$ cat src/design/pin_mux_consts.svh
// Purpose: Offsets, field positions, reset values and masks of the pin mux.
// Assumes: APB byte addresses, one 32-bit word per register.
// Notes: Pin vector order is fixed by the PIN_* indices below.
`ifndef PIN_MUX_CONSTS_SVH
`define PIN_MUX_CONSTS_SVH

// Pin count and touch line count
`define NUM_PINS 13
`define NUM_TOUCH 9

// Pin indices inside every 13-bit pin vector
`define PIN_P5B0 0
`define PIN_P5B1 1
`define PIN_P5B2 2
`define PIN_P6B0 3
`define PIN_P6B2 4
`define PIN_P6B3 5
`define PIN_P6B4 6
`define PIN_P6B5 7
`define PIN_P6B6 8
`define PIN_P7B2 9
`define PIN_P7B6 10
`define PIN_P7B7 11
`define PIN_P8B0 12

// Register byte offsets
`define OFS_DATA_OUT 8'h00
`define OFS_DIR 8'h04
`define OFS_PULL_UP 8'h08
`define OFS_PULL_DOWN 8'h0C
`define OFS_OPEN_DRAIN 8'h10
`define OFS_HIGH_SINK 8'h14
`define OFS_WAKE_EN 8'h18
`define OFS_FUNC_EN 8'h1C
`define OFS_EDGE_SEL 8'h20
`define OFS_PIN_IN 8'h24
`define OFS_IRQ_STATUS 8'h28
`define OFS_IRQ_CLEAR 8'h2C
`define OFS_IRQ_ENABLE 8'h30

// Function enable fields
`define FN_TOUCH_LSB 0
`define FN_PWM_BIT 9
`define FN_SHIELD_BIT 10
`define FN_IRQ0_BIT 11
`define FN_IRQ1_BIT 12
`define FN_RESET_BIT 13
`define FN_WIDTH 14

// Edge select fields, 1 selects the rising edge
`define EDGE_IRQ0_BIT 0
`define EDGE_IRQ1_BIT 1

// Interrupt status fields
`define IRQ_EXT0_BIT 0
`define IRQ_EXT1_BIT 1
`define IRQ_CHANGE_BIT 2
`define IRQ_WIDTH 3

// Reset values
`define RST_DIR 13'h1FFF
`define RST_FUNC 14'h2000
`define RST_ZERO13 13'h0000

// Port eight has neither pull-up nor open drain
`define MASK_NO_P8 13'h0FFF

`endif

$ cat src/design/pin_mux_pkg.sv
// Purpose: Types shared by the pin mux files.
// Assumes: Pin vectors are 13 bits wide.
// Notes: Pad controls travel together as one struct.
package pin_mux_pkg;

  typedef logic [12:0] pin_vec_t;

  // Owner of a pad
  typedef enum logic [2:0] {
    OWN_GPIO,
    OWN_TOUCH,
    OWN_PWM,
    OWN_SHIELD,
    OWN_IRQ,
    OWN_RESET
  } pad_owner_e;

  // Controls handed to the pad ring
  typedef struct packed {
    pin_vec_t out;
    pin_vec_t oe;
    pin_vec_t pull_up;
    pin_vec_t pull_down;
    pin_vec_t high_sink;
    pin_vec_t analog;
  } pad_ctrl_s;

  // APB request from the master
  typedef struct packed {
    logic psel;
    logic penable;
    logic pwrite;
    logic [7:0] paddr;
    logic [31:0] pwdata;
  } apb_req_s;

endpackage

$ cat src/design/touch_mcu_pin_function_mux.sv
// Purpose: Pin function mux and pad configuration for a touch controller.
// Assumes: APB slave, zero wait states, pads sampled through synchronisers.
// Notes: Pads idle high after reset so reset pin reads released.
// Behaviour
// - Touch line beats port bit on touch pins
// - Port7_bit2 order: touch, pulse width, port
// - Active shield beats port bit on port7_bit6
// - Port8_bit0 order: reset, second irq, port
// - First irq beats port bit on port6_bit0
// - Irq edge chosen by edge select bits
// - Low reset pin holds controller in reset
// - Ports five to seven: pulls, open drain
// - Port eight: pull-down only
// - All ports offer high sink drive
// - Pin change wakes and raises interrupt
`include "pin_mux_consts.svh"

module touch_mcu_pin_function_mux (
  input wire logic CLK,
  input wire logic RST,
  input wire pin_mux_pkg::apb_req_s APB_REQ,
  output logic [31:0] PRDATA,
  output logic PREADY,
  output logic PSLVERR,
  input wire pin_mux_pkg::pin_vec_t PAD_IN,
  output pin_mux_pkg::pad_ctrl_s PAD_CTRL,
  input wire logic [8:0] TOUCH_ACTIVE,
  input wire logic PWM_LEVEL,
  input wire logic SHIELD_LEVEL,
  output logic CORE_RESET,
  output logic WAKE,
  output logic IRQ
);
  import pin_mux_pkg::*;

  pin_vec_t data_out_q;
  pin_vec_t dir_q;
  pin_vec_t pull_up_q;
  pin_vec_t pull_down_q;
  pin_vec_t open_drain_q;
  pin_vec_t high_sink_q;
  pin_vec_t wake_en_q;
  logic [`FN_WIDTH-1:0] func_q;
  logic [1:0] edge_q;
  logic [`IRQ_WIDTH-1:0] status_q;
  logic [`IRQ_WIDTH-1:0] status_d;
  logic [`IRQ_WIDTH-1:0] irq_en_q;
  logic [31:0] rdata_q;
  logic err_q;
  logic [31:0] rdata_d;
  logic err_d;
  logic setup;
  logic wr;
  pin_vec_t pin_level;
  pin_vec_t pin_rise;
  pin_vec_t pin_fall;
  pin_vec_t touch_pin;
  pad_owner_e owner [`NUM_PINS];
  pad_ctrl_s pad_d;
  pad_ctrl_s pad_q;
  logic ext0_evt;
  logic ext1_evt;
  logic change_evt;
  logic core_reset_q;

  // Bus phases; writes land in the access cycle
  assign setup = APB_REQ.psel & ~APB_REQ.penable;
  assign wr = APB_REQ.psel & APB_REQ.penable & APB_REQ.pwrite;
  assign PREADY = 1'b1;
  assign PRDATA = rdata_q;
  assign PSLVERR = err_q & APB_REQ.psel & APB_REQ.penable;

  // One synchroniser per pad
  for (genvar i = 0; i < `NUM_PINS; i++) begin : g_sync
    pin_sync_edge u_sync (
      .clk(CLK),
      .rst(RST),
      .pad_in(PAD_IN[i]),
      .level(pin_level[i]),
      .rise(pin_rise[i]),
      .fall(pin_fall[i])
    );
  end

  // Touch line to pad map, line 8 sits on port7_bit2
  always_comb begin
    touch_pin = '0;
    touch_pin[`PIN_P5B0] = func_q[`FN_TOUCH_LSB] & TOUCH_ACTIVE[0];
    touch_pin[`PIN_P5B1] = func_q[`FN_TOUCH_LSB + 1] & TOUCH_ACTIVE[1];
    touch_pin[`PIN_P5B2] = func_q[`FN_TOUCH_LSB + 2] & TOUCH_ACTIVE[2];
    touch_pin[`PIN_P6B2] = func_q[`FN_TOUCH_LSB + 3] & TOUCH_ACTIVE[3];
    touch_pin[`PIN_P6B3] = func_q[`FN_TOUCH_LSB + 4] & TOUCH_ACTIVE[4];
    touch_pin[`PIN_P6B4] = func_q[`FN_TOUCH_LSB + 5] & TOUCH_ACTIVE[5];
    touch_pin[`PIN_P6B5] = func_q[`FN_TOUCH_LSB + 6] & TOUCH_ACTIVE[6];
    touch_pin[`PIN_P6B6] = func_q[`FN_TOUCH_LSB + 7] & TOUCH_ACTIVE[7];
    touch_pin[`PIN_P7B2] = func_q[`FN_TOUCH_LSB + 8] & TOUCH_ACTIVE[8];
  end

  // Owner of each pad by fixed priority; disabled ones fall through
  always_comb begin
    for (int i = 0; i < `NUM_PINS; i++) begin
      if (touch_pin[i]) begin
        owner[i] = OWN_TOUCH;
      end else begin
        owner[i] = OWN_GPIO;
      end
    end
    if (touch_pin[`PIN_P7B2]) begin
      owner[`PIN_P7B2] = OWN_TOUCH;
    end else if (func_q[`FN_PWM_BIT]) begin
      owner[`PIN_P7B2] = OWN_PWM;
    end else begin
      owner[`PIN_P7B2] = OWN_GPIO;
    end
    if (func_q[`FN_SHIELD_BIT]) begin
      owner[`PIN_P7B6] = OWN_SHIELD;
    end
    if (func_q[`FN_IRQ0_BIT]) begin
      owner[`PIN_P6B0] = OWN_IRQ;
    end
    if (func_q[`FN_RESET_BIT]) begin
      owner[`PIN_P8B0] = OWN_RESET;
    end else if (func_q[`FN_IRQ1_BIT]) begin
      owner[`PIN_P8B0] = OWN_IRQ;
    end else begin
      owner[`PIN_P8B0] = OWN_GPIO;
    end
  end

  // Pad controls from the owner; analog users get no pulls
  always_comb begin
    pad_d = '0;
    for (int i = 0; i < `NUM_PINS; i++) begin
      pad_d.high_sink[i] = high_sink_q[i];
      case (owner[i])
        OWN_GPIO: begin
          // Open drain drives low only, releases for a one
          pad_d.out[i] = data_out_q[i] & ~open_drain_q[i];
          pad_d.oe[i] = ~dir_q[i] & ~(open_drain_q[i] & data_out_q[i]);
          pad_d.pull_up[i] = pull_up_q[i];
          pad_d.pull_down[i] = pull_down_q[i];
        end
        OWN_TOUCH: begin
          pad_d.analog[i] = 1'b1;
        end
        OWN_PWM: begin
          pad_d.out[i] = PWM_LEVEL;
          pad_d.oe[i] = 1'b1;
        end
        OWN_SHIELD: begin
          pad_d.out[i] = SHIELD_LEVEL;
          pad_d.oe[i] = 1'b1;
        end
        OWN_IRQ: begin
          // Input only, pulls still honoured
          pad_d.pull_up[i] = pull_up_q[i];
          pad_d.pull_down[i] = pull_down_q[i];
        end
        OWN_RESET: begin
          pad_d.pull_down[i] = 1'b0;
        end
        default: begin
          pad_d.oe[i] = 1'b0;
        end
      endcase
    end
  end

  // Pad controls leave through flops to keep them glitch free
  always_ff @(posedge CLK or posedge RST) begin
    if (RST) begin
      pad_q <= '0;
    end else begin
      pad_q <= pad_d;
    end
  end
  assign PAD_CTRL = pad_q;

  // Controller reset while the shared pin reads low
  always_ff @(posedge CLK or posedge RST) begin
    if (RST) begin
      core_reset_q <= 1'b1;
    end else begin
      core_reset_q <= func_q[`FN_RESET_BIT] & ~pin_level[`PIN_P8B0];
    end
  end
  assign CORE_RESET = core_reset_q;

  // External irq edges picked by edge select
  assign ext0_evt = (owner[`PIN_P6B0] == OWN_IRQ) &
    (edge_q[`EDGE_IRQ0_BIT] ? pin_rise[`PIN_P6B0] : pin_fall[`PIN_P6B0]);
  assign ext1_evt = (owner[`PIN_P8B0] == OWN_IRQ) &
    (edge_q[`EDGE_IRQ1_BIT] ? pin_rise[`PIN_P8B0] : pin_fall[`PIN_P8B0]);

  // Any level change on a wake-enabled pad
  assign change_evt = |(wake_en_q & (pin_rise | pin_fall));

  // Sticky status; a same-cycle event beats the clear
  always_comb begin
    status_d = status_q;
    if (wr && APB_REQ.paddr == `OFS_IRQ_CLEAR) begin
      status_d = status_q & ~APB_REQ.pwdata[`IRQ_WIDTH-1:0];
    end
    status_d[`IRQ_EXT0_BIT] = status_d[`IRQ_EXT0_BIT] | ext0_evt;
    status_d[`IRQ_EXT1_BIT] = status_d[`IRQ_EXT1_BIT] | ext1_evt;
    status_d[`IRQ_CHANGE_BIT] = status_d[`IRQ_CHANGE_BIT] | change_evt;
  end

  always_ff @(posedge CLK or posedge RST) begin
    if (RST) begin
      status_q <= '0;
    end else begin
      status_q <= status_d;
    end
  end

  // Level interrupt and wake request
  assign IRQ = |(status_q & irq_en_q);
  assign WAKE = status_q[`IRQ_CHANGE_BIT];

  // Port data, direction and drive options
  always_ff @(posedge CLK or posedge RST) begin
    if (RST) begin
      data_out_q <= `RST_ZERO13;
      dir_q <= `RST_DIR;
      high_sink_q <= `RST_ZERO13;
    end else if (wr) begin
      if (APB_REQ.paddr == `OFS_DATA_OUT) begin
        data_out_q <= APB_REQ.pwdata[12:0];
      end else if (APB_REQ.paddr == `OFS_DIR) begin
        dir_q <= APB_REQ.pwdata[12:0];
      end else if (APB_REQ.paddr == `OFS_HIGH_SINK) begin
        high_sink_q <= APB_REQ.pwdata[12:0];
      end
    end
  end

  // Pull and open drain options; port eight pull-up and open-drain bits are hardwired off
  always_ff @(posedge CLK or posedge RST) begin
    if (RST) begin
      pull_up_q <= `RST_ZERO13;
      pull_down_q <= `RST_ZERO13;
      open_drain_q <= `RST_ZERO13;
    end else if (wr) begin
      if (APB_REQ.paddr == `OFS_PULL_UP) begin
        pull_up_q <= APB_REQ.pwdata[12:0] & `MASK_NO_P8;
      end else if (APB_REQ.paddr == `OFS_PULL_DOWN) begin
        pull_down_q <= APB_REQ.pwdata[12:0];
      end else if (APB_REQ.paddr == `OFS_OPEN_DRAIN) begin
        open_drain_q <= APB_REQ.pwdata[12:0] & `MASK_NO_P8;
      end
    end
  end

  // Function enables, edge select, wake and irq enables
  always_ff @(posedge CLK or posedge RST) begin
    if (RST) begin
      func_q <= `RST_FUNC;
      edge_q <= 2'h0;
      wake_en_q <= `RST_ZERO13;
      irq_en_q <= 3'h0;
    end else if (wr) begin
      if (APB_REQ.paddr == `OFS_FUNC_EN) begin
        func_q <= APB_REQ.pwdata[`FN_WIDTH-1:0];
      end else if (APB_REQ.paddr == `OFS_EDGE_SEL) begin
        edge_q <= APB_REQ.pwdata[1:0];
      end else if (APB_REQ.paddr == `OFS_WAKE_EN) begin
        wake_en_q <= APB_REQ.pwdata[12:0];
      end else if (APB_REQ.paddr == `OFS_IRQ_ENABLE) begin
        irq_en_q <= APB_REQ.pwdata[`IRQ_WIDTH-1:0];
      end
    end
  end

  // Read mux, evaluated in the setup cycle
  always_comb begin
    rdata_d = 32'h0000_0000;
    err_d = 1'b0;
    if (APB_REQ.paddr == `OFS_DATA_OUT) begin
      rdata_d[12:0] = data_out_q;
    end else if (APB_REQ.paddr == `OFS_DIR) begin
      rdata_d[12:0] = dir_q;
    end else if (APB_REQ.paddr == `OFS_PULL_UP) begin
      rdata_d[12:0] = pull_up_q;
    end else if (APB_REQ.paddr == `OFS_PULL_DOWN) begin
      rdata_d[12:0] = pull_down_q;
    end else if (APB_REQ.paddr == `OFS_OPEN_DRAIN) begin
      rdata_d[12:0] = open_drain_q;
    end else if (APB_REQ.paddr == `OFS_HIGH_SINK) begin
      rdata_d[12:0] = high_sink_q;
    end else if (APB_REQ.paddr == `OFS_WAKE_EN) begin
      rdata_d[12:0] = wake_en_q;
    end else if (APB_REQ.paddr == `OFS_FUNC_EN) begin
      rdata_d[`FN_WIDTH-1:0] = func_q;
    end else if (APB_REQ.paddr == `OFS_EDGE_SEL) begin
      rdata_d[1:0] = edge_q;
    end else if (APB_REQ.paddr == `OFS_PIN_IN) begin
      rdata_d[12:0] = pin_level;
    end else if (APB_REQ.paddr == `OFS_IRQ_STATUS) begin
      rdata_d[`IRQ_WIDTH-1:0] = status_q;
    end else if (APB_REQ.paddr == `OFS_IRQ_CLEAR) begin
      rdata_d = 32'h0000_0000; // Write-only, reads zero
    end else if (APB_REQ.paddr == `OFS_IRQ_ENABLE) begin
      rdata_d[`IRQ_WIDTH-1:0] = irq_en_q;
    end else begin
      err_d = 1'b1; // Unmapped address
    end
  end

  // Read data and error captured at setup, shown in access
  always_ff @(posedge CLK or posedge RST) begin
    if (RST) begin
      rdata_q <= 32'h0000_0000;
      err_q <= 1'b0;
    end else if (setup) begin
      rdata_q <= APB_REQ.pwrite ? 32'h0000_0000 : rdata_d;
      err_q <= err_d;
    end
  end

endmodule

$ cat src/design/pin_sync_edge.sv
// Purpose: Two-flop synchroniser with edge detect for one pad input.
// Assumes: Pad level is asynchronous to CLK.
// Notes: The first flop feeds only the second one.
module pin_sync_edge (
  input wire logic clk,
  input wire logic rst,
  input wire logic pad_in,
  output logic level,
  output logic rise,
  output logic fall
);

  logic meta_q;
  logic sync_q;
  logic prev_q;

  // Synchroniser chain, prev holds last clean level
  always_ff @(posedge clk or posedge rst) begin
    if (rst) begin
      meta_q <= 1'b1;
      sync_q <= 1'b1;
      prev_q <= 1'b1;
    end else begin
      meta_q <= pad_in;
      sync_q <= meta_q;
      prev_q <= sync_q;
    end
  end

  // Edges seen on the clean level only
  assign level = sync_q;
  assign rise = sync_q & ~prev_q;
  assign fall = ~sync_q & prev_q;

endmodule

$ cat config.mk
export PLATFORM = sky130hd
export DESIGN_NAME = touch_mcu_pin_function_mux
export DESIGN_NICKNAME = d
export VERILOG_FILES = /design/src/design/pin_mux_pkg.sv /design/src/design/touch_mcu_pin_function_mux.sv /design/src/design/pin_sync_edge.sv
export VERILOG_INCLUDE_DIRS = /design/src /design/src/design
export SDC_FILE = /design/constraint.sdc
export NUM_CORES = 1
export LEC_CHECK = 0
export BUFFER_PORTS_ARGS = -buffer_cell sky130_fd_sc_hd__buf_2
export CAP_MARGIN = 5
export CORE_MARGIN = 5
export CORE_UTILIZATION = 46
export DETAILED_ROUTE_END_ITERATION = 8
export PLACE_DENSITY = 0.79
export SLEW_MARGIN = 30
export SYNTH_ARGS = -nofsm -noshare
export SYNTH_HDL_FRONTEND = slang
export SYNTH_SLANG_ARGS = --single-unit
$ cat constraint.sdc
create_clock -name CLK -period 11.3 [get_ports CLK]
set_clock_uncertainty 0.2 [all_clocks]
set_input_delay 2.825 -clock CLK [delete_from_list [all_inputs] [get_ports CLK]]
set_output_delay 2.825 -clock CLK [all_outputs]
set_load 0.1 [all_outputs]
Word-level counts from Yosys, hierarchy flattened --
Cells that the tools add are included.
Storage, ports and cells: output and inout bits 115, input port bits 69, logic and storage cells 450, register bits after elaboration 260
Cells by class: eq/ne operators 60, muxes and demuxes 123, bitwise logic cells 158, reduce and logical (&&, ||, !) cells 50
Operator list (number):
- 29-bit 2-to-1 mux | 10
- 19-bit 2-to-1 mux | 8
- 13-bit 2-to-1 mux | 8
- 1-bit AND | 79
- 3-bit by 2-bit == test with 1-bit output, second input constant | 24
- 1-bit NOT | 71
- 1-bit 2-to-1 mux | 58
- 2-bit OR reduction | 24
- 8-bit by 6-bit == test with 1-bit output, second input constant | 5
- 3-bit by 1-bit == test with 1-bit output, second input constant | 12
- 3-bit == test, second input constant | 12
- 3-bit logical NOT | 12
- 1-bit case mux with 3 select lines | 12
- 8-bit by 5-bit == test with 1-bit output, second input constant | 4
- 32-bit 2-to-1 mux | 1
- 30-bit 2-to-1 mux | 1
- 1-bit case mux with 2 select lines | 12
- 3-bit 2-to-1 mux | 7
- 18-bit 2-to-1 mux | 1
- 8-bit by 4-bit == test with 1-bit output, second input constant | 2
- 14-bit 2-to-1 mux | 1
- 13-bit AND | 1
- 13-bit bitwise OR | 1
- 13-bit OR reduction | 1
- 12 further kinds | 24

Logic depth before layout (Yosys ltp) --
depth after elaboration 22, mapped depth 8, mapped depth without buffers 6

Modules after synthesis --
Synthesis repeated with hierarchy kept, for this count alone.
Unflattened totals: cell total of the unflattened synthesis 816, area total of the unflattened synthesis 10271.1 um2
Modules (own cells, without submodules):
- touch_mcu_pin_function_mux | area an instance 9002.4 um2, cells each 738, seq. area each 5048.6 um2, instances 1
- pin_sync_edge | area an instance 97.6 um2, cells each 6, seq. area each 78.8 um2, instances 13

Least setup slack after synthesis --
Ideal clock, no wire load.
path kind input to output, start input port APB_REQ[41] (netlist bit), end output port PSLVERR, stages on the path 1, slack 4672 ps, data required time 8275 ps, path buffers 0, arrival 3603 ps, cells stage by stage and3_1
Between the ends: cells in the longest elaborated chain, start to end 1
RTL lines:
- start, declared | line touch_mcu_pin_function_mux.sv:21 | input wire pin_mux_pkg::apb_req_s APB_REQ,
- 1-bit AND | line touch_mcu_pin_function_mux.sv:71 | assign PSLVERR = err_q & APB_REQ.psel & APB_REQ.penable;
- end, declared | line touch_mcu_pin_function_mux.sv:24 | output logic PSLVERR,
No other way between the ends.

Worst setup path after layout --
start input port APB_REQ[42] (netlist bit), end output port PSLVERR
Between the ends: cells in the longest elaborated chain, start to end 2
RTL lines (line):
- 1-bit AND (2 in a row) | touch_mcu_pin_function_mux.sv:71
No other way between the ends.

==> impl_metrics.json <==
{
  "ys_async_sr_fraction_pct": 100,
  "path_cells": "buf_2 > and3_1 > buf_2",
  "cts_tree": "built",
  "grt_antenna_before_repair": 1,
  "power_density_nw_per_um2": 169,
  "grt-ovfl-total": 0,
  "grt_pass1_vias": 7271,
  "clkSinkCount": 240,
  "fmax_mhz": 154,
  "drt-initial-drc-count": 780,
  "start_util_pct": 46.8,
  "r2r_end": "status_q[2]$_DFF_PP0_",
  "ys.flop_type": "dfrtp_1",
  "port_buffers": 142,
  "clockPowerShare_pct": 46.7,
  "fillers": 1799,
  "seq_area_frac_synth_pct": 59.5,
  "dp_worst_setup_slack_ns": 4.79,
  "hold_viol_final": 0,
  "routed_via_density": 5.76,
  "die_w_um": 159,
  "placed_cell_area_um2": 11000,
  "crit_path_frequent_cell": "buf_2",
  "cts-buffers-inserted": 26,
  "coreArea_um2": 21800,
  "slew_headroom_pct": 39.2,
  "setup_ws_ns": 4.79,
  "wirelength_um": 27700,
  "path_class": "in2out",
  "drive_gt1_share_pct": 38.2,
  "regToRegStartpoint": "g_sync[3].u_sync.prev_q$_DFF_PP1_",
  "hp-class": "reg2reg",
  "clk_latency_ns": 0.54,
  "comb_power_share_pct": 8.9,
  "peakVddDrop_v": 0.000128,
  "cts_setup_buffers": 0,
  "cts_hold_buf": 0,
  "yosysMostFrequentCell": "dfrtp_1",
  "yosysTopAreaCell": "dfrtp_1",
  "post-route-min-period_ns": 6.51,
  "drv_slew": 0,
  "grt_pass1_wl_um": 43000,
  "swShare_pct": 24.8,
  "vias": 7069,
  "synth_cells": 793,
  "syn_avg_cell_area_um2": 12.9,
  "rows": 54,
  "num-nets-final": 1001,
  "netlist.area_leader.share_pct": 45.6,
  "critPathArrivalTime_ns": 3.48,
  "antenna_cells": 0,
  "reg2reg_setup_slack_ns": 9.39,
  "required_ns": 8.28,
  "ys_ff_latch": 240,
  "clock_path_buffers": 3,
  "ios": 184,
  "dp_cells": 1180,
  "seqPwrFrac_pct": 44.4,
  "cts_resized": 0,
  "intPower_mw": 1.53,
  "cpPeakStageDelay_ns": 0.42,
  "whs_path_depth": 0,
  "gp_congestion": 0.949,
  "synth_edf_count": 0,
  "ctsHtreeMaxLevel": 1,
  "path_delay_family": "buffers and inverters",
  "grt_start_max_net_pins": 152,
  "clockRootBuffer": "clkbuf_16",
  "wl_per_cell_um": 22.5,
  "hpwl_um": 18500,
  "crit_fanout": 3,
  "cap_violations": 0,
  "yosys_warnings": 0,
  "holdWs_ns": 0.153,
  "status": "finished, final reports clean",
  "postLayoutCellArea_um2": 12000,
  "cpMaxStageDelayCell": "buf_2",
  "min_period_over_period_pct": 57.6,
  "finalSetupViolations": 0,
  "cp_num_buf_inv": 2,
  "area_growth_pct": 17.8,
  "synthTopCellsByArea": "dfrtp_1, dfstp_2, mux2_2",
  "rsz0062_at_grt": "no",
  "yosys-top-cells-count": "dfrtp_1, mux2_2, dfstp_2",
  "die_area_um2": 25300,
  "p_leak_nw": 5.94,
  "worstSetupStartpointType": "primary input",
  "reg2reg_depth": 6,
  "clk_pin_slew_worst_paths_ns": 0.06,
  "cp-end-kind": "output port",
  "grt.total_usage_pct": 21.4,
  "worst_pin_slew_ns": 0.909,
  "firstDrtPassIters": 7,
  "die_h_um": 159,
  "hold_end": "g_sync[0].u_sync.level$_DFF_PP1_",
  "p_sw_mw": 0.504,
  "yosysUniqueCellTypes": 68,
  "final_antenna_net_count": 0,
  "hold_start": "g_sync[0].u_sync.meta_q$_DFF_PP1_",
  "drc": 0,
  "syn-cell-area_um2": 10200,
  "final_cells": 1228,
  "tns_ns": 0
}
==> how the worst max path moves through the flow <==
stage | slack, ns | startpoint | depth (start not counted) | to
CTS | 4.79 | APB_REQ[41] | 3 | PSLVERR
floorplan | 1.78 | RST | 1 | PAD_CTRL[0]$_DFF_PP0_
global placement | 4.80 | APB_REQ[41] | 3 | PSLVERR
global route | 4.76 | APB_REQ[42] | 3 | PSLVERR
detailed placement | 4.79 | APB_REQ[41] | 3 | PSLVERR
finish | 4.79 | APB_REQ[42] | 3 | PSLVERR
==> stage by stage <==
step	power (mW)	util (%)
detailed placement	1.10	50.5
CTS	2.04	55.0
global placement	1.09	50.5
floorplan	1.05	-
finish	2.03	55.1
global route	2.09	55.1
==> cells in the final DEF (no fill, tap or decap), types with 9 or more instances in the layout <==
cell	netlist	layout
o21ai_0	39	39
nor2_1	33	32
xor2_1	11	11
mux2_2	74	74
dfrtp_1	186	186
mux2_1	21	21
a21oi_1	34	34
nor3b_1	10	10
a211oi_1	12	12
nor2b_1	25	25
clkbuf_16	0	27
o2bb2ai_1	9	9
a22o_1	14	14
nand2_1	40	40
conb_1	2	24
mux2_4	20	20
and2_0	9	9
dfstp_2	54	54
inv_1	17	16
a22oi_1	11	11
buf_2	12	142
==> power groups by stage <==
stage	Sequential (mW)	Clock, mW	Combinational (mW)
after floorplan	0.956	0	0.0991
after global placement	0.916	0	0.177
after detailed placement	0.916	0	0.179
after CTS	0.902	0.963	0.180
after global routing	0.904	0.997	0.191
final	0.902	0.948	0.181
==> sequential cells by signal (all words and copies together) (netlist names) <==
signal / count
PAD_CTRL: 74
PRDATA: 14
func_q: 14
data_out_q: 13
dir_q: 13
g_sync.u_sync.level: 13
g_sync.u_sync.meta_q: 13
g_sync.u_sync.prev_q: 13
high_sink_q: 13
pull_down_q: 13
wake_en_q: 13
open_drain_q: 12
pull_up_q: 12
irq_en_q: 3
status_q: 3
edge_q: 2
CORE_RESET: 1
err_q: 1
==> cell type report <==
| class | instances | area, µm² | area share (%) |
|---|---|---|---|
| sequential | 240 | 6070 | 50.5 |
| multi-input combinational | 496 | 3790 | 31.6 |
| clock buffer | 37 | 763 | 6.35 |
| timing repair buffer | 146 | 744 | 6.19 |
| tap | 280 | 350 | 2.91 |
| clock inverter | 11 | 215 | 1.79 |
| inverter | 18 | 80.1 | 0.666 |
==> routing by layer <==
layer / GRT usage, % / wire length [µm] / up-vias
li1: - / - / 3077
met1: 29.2 / 11400 / 3492
met2: 33.3 / 12600 / 406
met3: 5.70 / 2710 / 92
met4: 7.52 / 970 / 2
met5: 0 / 13 / -
==> logic make-up after synthesis <==
kind of cell,after synthesis,synth area share (%)
AO/OA/AOI/OAI,167,11.2
XOR/XNOR,11,0.944
adder cells (fa/ha/maj),4,0.491
buffers and inverters,79,4.27
flip-flops,240,59.5
multiplexers,116,13.5
other,2,0.0736
AND/OR/NAND/NOR,174,9.96
(Power assumes the default switching activity.)
